**config.mk**
```make
export PLATFORM = sky130hd
export DESIGN_NAME = eisl_slave
export DESIGN_NICKNAME = d
export VERILOG_FILES = /design/src/core/eisl_pkg.sv /design/src/core/eisl_slave.sv
export SDC_FILE = /design/constraint.sdc
export NUM_CORES = 2
export LEC_CHECK = 0
export ABC_CLOCK_PERIOD_IN_PS = 2860
export BUFFER_PORTS_ARGS = -buffer_cell sky130_fd_sc_hd__buf_2
export CORE_MARGIN = 2
export CORE_UTILIZATION = 58
export CTS_CLUSTER_SIZE = 28
export DETAILED_ROUTE_END_ITERATION = 16
export PLACE_DENSITY = 0.85
export SETUP_SLACK_MARGIN = 0.05
export SYNTH_ARGS = -nofsm -noshare
export SYNTH_HDL_FRONTEND = slang
export SYNTH_SLANG_ARGS = --single-unit
```
**constraint.sdc**
```tcl
create_clock -name clk_sys -period 2.86 [get_ports clk_sys]
set_input_delay 0.429 -clock clk_sys [delete_from_list [all_inputs] [get_ports clk_sys]]
set_output_delay 0.429 -clock clk_sys [all_outputs]
set_load 0.05 [all_outputs]
```
**src/core/eisl_pkg.sv**
```systemverilog
// Package for the two-wire serial slave port: constants and carrier types.
// Assumes a single system clock domain; the bus pins are sampled by it.
package eisl_pkg;
    localparam logic [3:0] EISL_ADDR_PREFIX = 4'hA;
    localparam int EISL_ROW_BYTES = 8;
    localparam int EISL_MEM_BYTES = 256;
    localparam logic [7:0] EISL_MEM_RESET = 8'h00;
    localparam logic [7:0] EISL_PTR_RESET = 8'h00;
    localparam int EISL_NVM_WRITE_US = 10;
    localparam int EISL_CLK_MHZ = 250;
    localparam int EISL_NVM_WRITE_CYC = EISL_NVM_WRITE_US * EISL_CLK_MHZ;
    localparam logic [3:0] EISL_ACK_BIT = 4'h8;

    // Sampled bus pins plus the three address-select straps.
    typedef struct packed {
        logic scl;
        logic sda;
        logic [2:0] sel;
    } eisl_pins_t;

    // Open-drain drive of the data line.
    typedef struct packed {
        logic sda_o;
        logic sda_oe;
    } eisl_drive_t;

    typedef enum logic [2:0] {
        EISL_IDLE,
        EISL_DEVADDR,
        EISL_MEMADDR,
        EISL_WDATA,
        EISL_RDATA,
        EISL_IGNORE
    } eisl_state_t;
endpackage

```
**src/core/eisl_slave.sv**
```systemverilog
// Two-wire serial slave with a 256-byte flip-flop memory and row writes.
// Assumes external pull-ups on both lines and a bus master driving the clock.
`timescale 1ns/1ps

// Contract
// - Read from counter or after dummy write
// - All bytes shift most significant first
// - First byte is address plus direction
// - Slave drives only ack and read data
// - Write: address, pointer, up to eight bytes
// - Random read uses repeated start sequence
// - Multi-byte read acks all but last
// - Address is fixed prefix plus pins
// - Data line only pulled low or released
// - Mismatched address ignored until next start
// - Write pointer wraps within eight-byte row
// - No address ack during row programming
// - Read uses counter, which then advances
module eisl_slave (
    input wire logic clk_sys,
    input wire logic rstn,
    input wire logic scl_pin,
    input wire logic sda_pin,
    output logic sda_level,
    output logic sda_oe,
    input wire logic addr_select_bit2,
    input wire logic addr_select_bit1,
    input wire logic addr_select_bit0,
    output logic busy
);
    import eisl_pkg::*;

    ////////////////////////////////////////////////////////////////////
    // Two-stage synchronisers; only the second stage feeds logic.
    logic [4:0] sync1;
    logic [4:0] sync2;
    eisl_pins_t pin;
    eisl_pins_t pin_d;
    always_ff @(posedge clk_sys or negedge rstn) begin
        if (!rstn) begin
            sync1 <= 5'h1F;
            sync2 <= 5'h1F;
            pin_d <= '1;
        end else begin
            sync1 <= {scl_pin, sda_pin, addr_select_bit2, addr_select_bit1,
                      addr_select_bit0};
            sync2 <= sync1;
            pin_d <= pin;
        end
    end
    assign pin = eisl_pins_t'(sync2);

    // Line conditions seen in the system clock domain.
    logic scl_rise, scl_fall, start_c, stop_c;
    assign scl_rise = pin.scl && !pin_d.scl;
    assign scl_fall = !pin.scl && pin_d.scl;
    assign start_c = pin.scl && pin_d.scl && pin_d.sda && !pin.sda;
    assign stop_c = pin.scl && pin_d.scl && !pin_d.sda && pin.sda;

    // Matches the address byte against prefix and strap pins.
    function automatic logic addr_hit(input logic [7:0] b,
                                      input logic [2:0] s);
        addr_hit = (b[7:1] == {EISL_ADDR_PREFIX, s});
    endfunction

    ////////////////////////////////////////////////////////////////////
    // Protocol state, memory and pointer.
    eisl_state_t state, next_state;
    logic [3:0] bitc, next_bitc;
    logic [7:0] shreg, next_shreg;
    logic [7:0] ptr, next_ptr;
    logic [7:0] mem [EISL_MEM_BYTES];
    logic [7:0] next_mem [EISL_MEM_BYTES];
    logic ack, next_ack;
    logic drv, next_drv;
    logic dirty, next_dirty;
    logic fresh, next_fresh;
    logic [15:0] tmr, next_tmr;
    logic tx_bit;

    assign tx_bit = shreg[7];

    // Decodes conditions and clock edges into the next protocol state.
    always_comb begin
        next_state = state;
        next_bitc = bitc;
        next_shreg = shreg;
        next_ptr = ptr;
        next_mem = mem;
        next_ack = ack;
        next_drv = drv;
        next_dirty = dirty;
        next_fresh = fresh;
        next_tmr = (tmr != 16'h0000) ? tmr - 16'h0001 : 16'h0000;
        if (start_c) begin
            // A start anywhere aborts and expects an address.
            next_state = EISL_DEVADDR;
            next_bitc = 4'h0;
            next_drv = 1'b0;
            next_ack = 1'b0;
            next_fresh = 1'b1;
        end else if (stop_c) begin
            next_state = EISL_IDLE;
            next_drv = 1'b0;
            if (dirty) begin
                // Programming time begins only after stop.
                next_tmr = 16'(EISL_NVM_WRITE_CYC);
                next_dirty = 1'b0;
            end
        end else if (state != EISL_IDLE && state != EISL_IGNORE) begin
            if (scl_rise) begin
                if (bitc < EISL_ACK_BIT) begin
                    if (state != EISL_RDATA)
                        next_shreg = {shreg[6:0], pin.sda};
                end else if (state == EISL_RDATA) begin
                    // Master ack asks for another byte.
                    next_ack = !pin.sda;
                end
            end else if (scl_fall && fresh) begin
                // The fall that closes a start is not a data bit.
                next_fresh = 1'b0;
            end else if (scl_fall) begin
                if (bitc < 4'h7) begin
                    next_bitc = bitc + 4'h1;
                    if (state == EISL_RDATA)
                        next_shreg = {shreg[6:0], 1'b0};
                end else if (bitc == 4'h7) begin
                    next_bitc = EISL_ACK_BIT;
                    next_drv = 1'b0;
                    case (state)
                        EISL_DEVADDR: begin
                            if (addr_hit(shreg, pin.sel) && !busy) begin
                                next_drv = 1'b1;
                                next_ack = 1'b1;
                            end else begin
                                next_state = EISL_IGNORE;
                            end
                        end
                        EISL_MEMADDR: begin
                            next_ptr = shreg;
                            next_drv = 1'b1;
                        end
                        EISL_WDATA: begin
                            next_mem[ptr] = shreg;
                            next_ptr = {ptr[7:3], ptr[2:0] + 3'h1};
                            next_dirty = 1'b1;
                            next_drv = 1'b1;
                        end
                        EISL_RDATA: next_drv = 1'b0;
                        default: next_state = EISL_IGNORE;
                    endcase
                end else begin
                    // End of the ninth bit: choose what follows.
                    next_bitc = 4'h0;
                    next_drv = 1'b0;
                    case (state)
                        EISL_DEVADDR: begin
                            if (shreg[0]) begin
                                next_state = EISL_RDATA;
                                next_shreg = mem[ptr];
                                next_ptr = ptr + 8'h01;
                                next_drv = !mem[ptr][7];
                            end else begin
                                next_state = EISL_MEMADDR;
                            end
                        end
                        EISL_MEMADDR: next_state = EISL_WDATA;
                        EISL_WDATA: next_state = EISL_WDATA;
                        EISL_RDATA: begin
                            if (ack) begin
                                next_shreg = mem[ptr];
                                next_ptr = ptr + 8'h01;
                                next_drv = !mem[ptr][7];
                            end else begin
                                next_state = EISL_IGNORE;
                            end
                        end
                        default: next_state = EISL_IGNORE;
                    endcase
                end
                // Read data bits change only after a falling edge.
                if (state == EISL_RDATA && bitc < 4'h7)
                    next_drv = !shreg[6];
            end
        end
    end

    // Registers of the protocol engine.
    always_ff @(posedge clk_sys or negedge rstn) begin
        if (!rstn) begin
            state <= EISL_IDLE;
            bitc <= 4'h0;
            shreg <= 8'h00;
            ptr <= EISL_PTR_RESET;
            ack <= 1'b0;
            drv <= 1'b0;
            dirty <= 1'b0;
            fresh <= 1'b0;
            tmr <= 16'h0000;
        end else begin
            state <= next_state;
            bitc <= next_bitc;
            shreg <= next_shreg;
            ptr <= next_ptr;
            ack <= next_ack;
            drv <= next_drv;
            dirty <= next_dirty;
            fresh <= next_fresh;
            tmr <= next_tmr;
        end
    end

    // Memory array, one register per byte.
    genvar gi;
    generate
        for (gi = 0; gi < EISL_MEM_BYTES; gi++) begin : g_mem
            always_ff @(posedge clk_sys or negedge rstn) begin
                if (!rstn)
                    mem[gi] <= EISL_MEM_RESET;
                else
                    mem[gi] <= next_mem[gi];
            end
        end
    endgenerate

    // Open-drain drive: the value is always low and only the enable moves,
    // so a high level can only ever come from the pull-up.
    eisl_drive_t line_drv;
    assign line_drv = '{sda_o: 1'b0, sda_oe: drv};
    assign sda_level = line_drv.sda_o;
    assign sda_oe = line_drv.sda_oe;
    assign busy = (tmr != 16'h0000);

    ////////////////////////////////////////////////////////////////////
    // Checks.
    property p_low_only;
        @(posedge clk_sys) disable iff (!rstn) sda_oe |-> !sda_level;
    endproperty
    a_low_only: assert property (p_low_only) else $error("high");

    property p_change_low;
        @(posedge clk_sys) disable iff (!rstn)
            $changed(sda_oe) |-> !pin.scl || start_c || stop_c;
    endproperty
    a_change_low: assert property (p_change_low) else $error("moved");

    property p_stop_release;
        @(posedge clk_sys) disable iff (!rstn) stop_c |=> !sda_oe;
    endproperty
    a_stop_release: assert property (p_stop_release)
        else $error("held");

    property p_start_abort;
        @(posedge clk_sys) disable iff (!rstn)
            start_c |=> state == EISL_DEVADDR && bitc == 4'h0;
    endproperty
    a_start_abort: assert property (p_start_abort)
        else $error("no abort");

    property p_ignore;
        @(posedge clk_sys) disable iff (!rstn)
            state == EISL_IGNORE && !start_c |=> !sda_oe;
    endproperty
    a_ignore: assert property (p_ignore) else $error("ignored drive");

    property p_busy_nak;
        @(posedge clk_sys) disable iff (!rstn)
            state == EISL_DEVADDR && busy && scl_fall && bitc == 4'h7
            |=> !sda_oe;
    endproperty
    a_busy_nak: assert property (p_busy_nak) else $error("busy ack");

    property p_row_wrap;
        @(posedge clk_sys) disable iff (!rstn)
            state == EISL_WDATA && scl_fall && bitc == 4'h7 && !start_c
            && !stop_c |=> ptr[7:3] == $past(ptr[7:3]);
    endproperty
    a_row_wrap: assert property (p_row_wrap) else $error("row left");

    property p_ptr_load;
        @(posedge clk_sys) disable iff (!rstn)
            state == EISL_MEMADDR && scl_fall && bitc == 4'h7 && !start_c
            && !stop_c |=> ptr == $past(shreg);
    endproperty
    a_ptr_load: assert property (p_ptr_load) else $error("ptr load");
endmodule

```
Word-level counts from Yosys, hierarchy flattened
Index checks and enable logic that the tools add are counted.

Add/sub/neg operators: 4. $lt $le $gt $ge: 4. Eq/ne operators: 37. Mux-type cells: 86. Bitwise operators: 6. Reduce and logical (&&, ||, !) cells: 50.

Operators by type and width (count): bitwise mux 2048 bit (1); two-way mux 8 bit (16); binary-select mux 8 bit (select 8 bit) (1); demux 8 bit (select 8 bit) (1); two-way mux 16 bit (4); case mux 8 bit (2 select lines) (3); two-way mux 1 bit (37); two-way mux 3 bit (11); two-way mux 4 bit (8); inequality test 3 bit (second input constant) (10); nonzero test 3 bit (9); AND reduction 12 bit (2); AND reduction 11 bit (2); AND reduction 8 bit (2); nonzero test 16 bit (1); nonzero test 2 bit (8); subtractor 16 x 1 -> 16 bit (second input constant) (1); logical AND 1 bit (12); inequality test 2 bit (second input constant) (6); inequality test 2 x 1 -> 1 bit (second input constant) (5); inequality test 5 bit (second input constant) (2); AND reduction 10 bit (1); AND reduction 5 bit (2); >= comparator 9 bit (second input constant) (1); 25 further kinds (41).

Flip-flop bits (word level): 2103. Input bits: 7. Word-level logic and storage cells: 458.

Logic depth before layout (Yosys ltp)
Depth after elaboration: 16. Mapped depth: 13. Mapped depth without buffers: 9.

Worst setup path before layout
No wires, ideal clock.

Path type: flip-flop to flip-flop. Start point: register pin_d[4] in the netlist's numbering. End point: register mem[505] in the netlist's numbering. Library setup time: 125 ps. Arrival time: 2941 ps. Slack: -205 ps. Stages on the path, launching flop included: 12. Path buffers: 3. Path through: dfstp_2 > inv_1 > ha_1 > or3b_1 > or4_1 > nor3_2 > buf_6 > buf_12 > nand3_4 > buf_8 > nor2_8 > mux2_2.

Cells in the longest elaborated chain, start to end: 5. Elaborated cells between the ends (all ways): 14.

Ends and longest elaborated chain: from (decl) (RTL line eisl_slave.sv:38) `eisl_pins_t pin_d;`; from (signal assigned) (RTL line eisl_slave.sv:48) `pin_d <= pin;`; logical AND 1 bit (RTL line eisl_slave.sv:57, eisl_slave.sv:58); logical AND 1 bit, on equally long branches (2 in series) (RTL line eisl_slave.sv:57, eisl_slave.sv:58); inverter 1 bit (no source line); AND reduction 9 bit (no source line) *; to (signal, indexed assignment) (RTL line eisl_slave.sv:221) `mem[gi] <= next_mem[gi];`; to (decl) (RTL line eisl_slave.sv:72) `logic [7:0] mem [EISL_MEM_BYTES];`.

Mark *: on every way between the ends. The rest lies on a longest branch, timed or not. A chain may end at the register's enable or synchronous reset.

Worst setup path in the final report
Start point: register ptr[0]. End point: register shreg[1].

Cells in the longest elaborated chain, start to end: 11. Elaborated cells between the ends (all ways): 12.

Ends and longest elaborated chain: from (decl) (RTL line eisl_slave.sv:71) `logic [7:0] ptr, next_ptr;`; from (signal assigned) (RTL line eisl_slave.sv:204) `ptr <= next_ptr;`; inverter 8 -> 9 bit (not written as such) * (RTL line eisl_slave.sv:160, eisl_slave.sv:171); binary-select mux 8 bit (select 8 bit) * (RTL line eisl_slave.sv:160, eisl_slave.sv:171); two-way mux 8 bit (not written as such) * (2 in series) (RTL line eisl_slave.sv:160, eisl_slave.sv:171); two-way mux 8 bit, on equally long branches (RTL line eisl_slave.sv:170, eisl_slave.sv:158); case mux 8 bit (2 select lines) * (RTL line eisl_slave.sv:156) `case (state)`; two-way mux 8 bit * (RTL line eisl_slave.sv:127) `end else if (bitc == 4'h7) begin`; two-way mux 8 bit * (RTL line eisl_slave.sv:123) `if (bitc < 4'h7) begin`; two-way mux 8 bit * (RTL line eisl_slave.sv:122) `end else if (scl_fall) begin`; two-way mux 8 bit * (RTL line eisl_slave.sv:119) `end else if (scl_fall && fresh) begin`; two-way mux 8 bit * (RTL line eisl_slave.sv:111) `if (scl_rise) begin`; to (signal assigned) (RTL line eisl_slave.sv:203) `shreg <= next_shreg;`; to (decl) (RTL line eisl_slave.sv:70) `logic [7:0] shreg, next_shreg;`.

Mark *: on every way between the ends. The rest lies on a longest branch, timed or not. The select of a mux whose other input is x is not followed.

==> impl_metrics.toml <==
[clocking]
cts-root-buf = "clkbuf_16"
clk_path_buf_depth = 3
cts.htree.levels = 4
cts_tree = "yes"
clock_sinks = 2103
cts_made_buffers = 207
clkTransAtPathRegs_ns = 0.07
clk_latency_ns = 0.92

[final_layout]
area_growth_pct = 21.3
final_area_um2 = 118000
fin_nets = 6841
layout_commonest_cell = "dfrtp_1"
final_cells = 9202
postLayoutCoreUtil = 0.708
fill_cells = 9191
layout_common_cells = "2077 x dfrtp_1, 1482 x mux2_2, 596 x mux4_2, 475 x buf_4, 354 x mux2_4"
layout-drive-gt1-share = 0.575

[synth]
avgSynthCellArea_um2 = 15.7
synth_nets = 6218
synth_cell_type_count = 79
synth_top_area_share = 0.537
async_flop_share = 1.00
synthFlopType = "dfrtp_1"
synth_seq_area_share = 0.540
synth_edf_count = 0
synthCells = 6201
synth.largest_area_cell = "dfrtp_1"
yosys_register_bits = 2103
yosysWarnings = 0
syn_area_um2 = 97400
yosys-top-cells-area = "dfrtp_1 54%, mux2_2 21%, mux4_2 14%"

[sta]
worst_hold_slack_ns = 0.0638
rsz0062_at_grt = "yes"
fin_crit_sh = 1.26
hold_violations = 0
finClkSkew_ns = 0.0630
finalSetupViolCount = 2061
relSlewSlack = 0.0385
slew_viol_final = 0
fmaxAchievable_ghz = 0.277
worst_pin_slew_ns = 1.44
period_needed_ns = 3.61
layout_setup_ws_ns = -0.750

[worst_setup_path]
cp_common_cell = "buf_4"
path_class = "flop to flop"
cp.arrival_ns = 4.36
cpLargestDelayFamily = "multiplexers"
crit_required_ns = 3.61
worst_path_max_delay_cell = "mux2i_1"
worstPathMaxFanout = 18
critPathMaxStageDelay_ns = 0.84
startpoint_type = "flop"
crit_chain = "buf_12 -> buf_4 -> mux4_2 -> mux2i_1 -> buf_4 -> o22ai_1 -> o21ai_0 -> nand3_1 -> nor3_2 -> o221ai_1"
cp_num_buf_inv = 3
cp-end-kind = "flop"

[floorplan]
die-area_um2 = 171000
core-area_um2 = 167000
die_y_um = 414
num_io_pins = 10
initial_core_util = 0.583
die_w_um = 414
rows = 150

[global_route]
track_usage = 0.350
grt_pass1_wl_um = 444000
grt_pass1_vias = 66600
grt_max_degree = 259
antenna_found_initial = 4
grt_remaining_overflow = 0

[power]
powerDensity_nw_per_um2 = 538
totalPowerFinal_mw = 63.6
leakage_nw = 56.9
ir_drop_v = 0.00166

[route]
drt_first_iter_violations = 7421
via_per_inst = 6.86
ant_nets = 0
num_vias = 63100
drt_wl_total_um = 305000
drc = 0
wl_per_cell_um = 33.1
dr.pass1.iters = 6

[flow_run]
max-cap-violations = 0

[placement]
dp_cells = 8642
gp_congestion = 0.983
io_buffers = 8
dpl.hpwl_um = 175000
placed_area_um2 = 106000

[worst_hold_path]
hp-class = "primary input to asynchronous set/reset pin"

[outcome]
status = "finished, violations left"
violations = "setup timing"
[synth_stat cells, types with 22 or more instances]
cell         n
mux2i_1     54
clkbuf_1   291
nor2_1      68
mux2_1      48
dfrtp_1   2091
o21ai_0    179
nand2_1    292
mux2_2    1827
nand2_2     40
nor2_8      80
buf_2       66
buf_1       26
nor2_2      93
a21oi_1     38
a22oi_1     67
buf_6       22
mux4_2     596
buf_4       33
[layout make-up]
type                            instances  area [um^2]  share of cell area
Clock inverter                         70          900             0.00761
Sequential cell                      2103        52700               0.446
Timing Repair Buffer                  859        10200              0.0867
Clock buffer                          311         6150              0.0521
Tap cell                             2204         2760              0.0233
Antenna cell                            2         5.00           0.0000423
Inverter                               12         56.3            0.000476
Multi-Input combinational cell       3641        45400               0.384
[power breakdown]
group | switching (mW) | internal (mW)
clock network | 12.3 | 16.1
registers | 0.118 | 29.9
logic | 4.58 | 0.655
[repair_timing]
| item | 4_1_cts | 5_1_grt |
|---|---|---|
| hold endpoints to repair | 135 | 0 |
| gates cloned | 34 | 7 |
| hold buffers | 6 | 0 |
| resized for setup | 515 | 217 |
| setup endpoints to repair | 2059 | 2059 |
| pin swaps | 69 | 39 |
| buffers inserted | 97 | 36 |
[through the flow]
stage               setup slack, ns  TNS [ns]
CTS                          -0.412   -585.96
global route                 -0.734   -758.04
detailed placement           -0.597   -666.39
global placement             -0.622   -702.57
finish                       -0.750   -735.66
floorplan                    -0.137   -148.18
[logic make-up (layout without fill, tap and decap cells)]
family,count (synthesis),after routing,synth area share
muxes,2535,2535,0.362
DFF,2103,2103,0.540
and+or+nand+nor,717,725,0.0494
buffers and inverters,465,1252,0.0237
AOI/OAI and AO/OA,355,355,0.0222
xor gates and xnor gates,15,15,0.00135
adders and majority gates,10,10,0.00128
other,1,3,0.0000385
[layer usage]
metal | share of wire | vias to the layer above | track usage
met5 | 0.00012 | - | 0
met4 | 0.076 | 6 | 0.213
li1 | - | 24400 | -
met1 | 0.36 | 33500 | 0.455
met3 | 0.11 | 1297 | 0.0927
met2 | 0.46 | 3949 | 0.531
[registers in the layout, indices dropped and copies added, names as in the netlist]
name / flops
pin_d: 2
mem: 2048
shreg: 8
tmr: 16
pin: 5
state: 3
sync1: 5
ack: 1
sda_oe: 1
ptr: 8
dirty: 1
fresh: 1
bitc: 4
[path summary, 6_finish.rpt]
path	startpoint	end	slack [ns]	cells past startpoint
worst max-delay path	ptr[0]	shreg[1]	-0.75	10
worst min-delay path	rstn	mem[550]	0.06	2
worst max register to register	ptr[0]	shreg[1]	-0.75	10
worst min register to register	sync1[2]	pin[2]	0.35	0
max in group asynchronous	rstn	mem[1590]	1.36	3
min in group clk_sys	addr_select_bit0	sync1[0]	0.22	2
No activity file was read; power rests on OpenSTA's default activity.
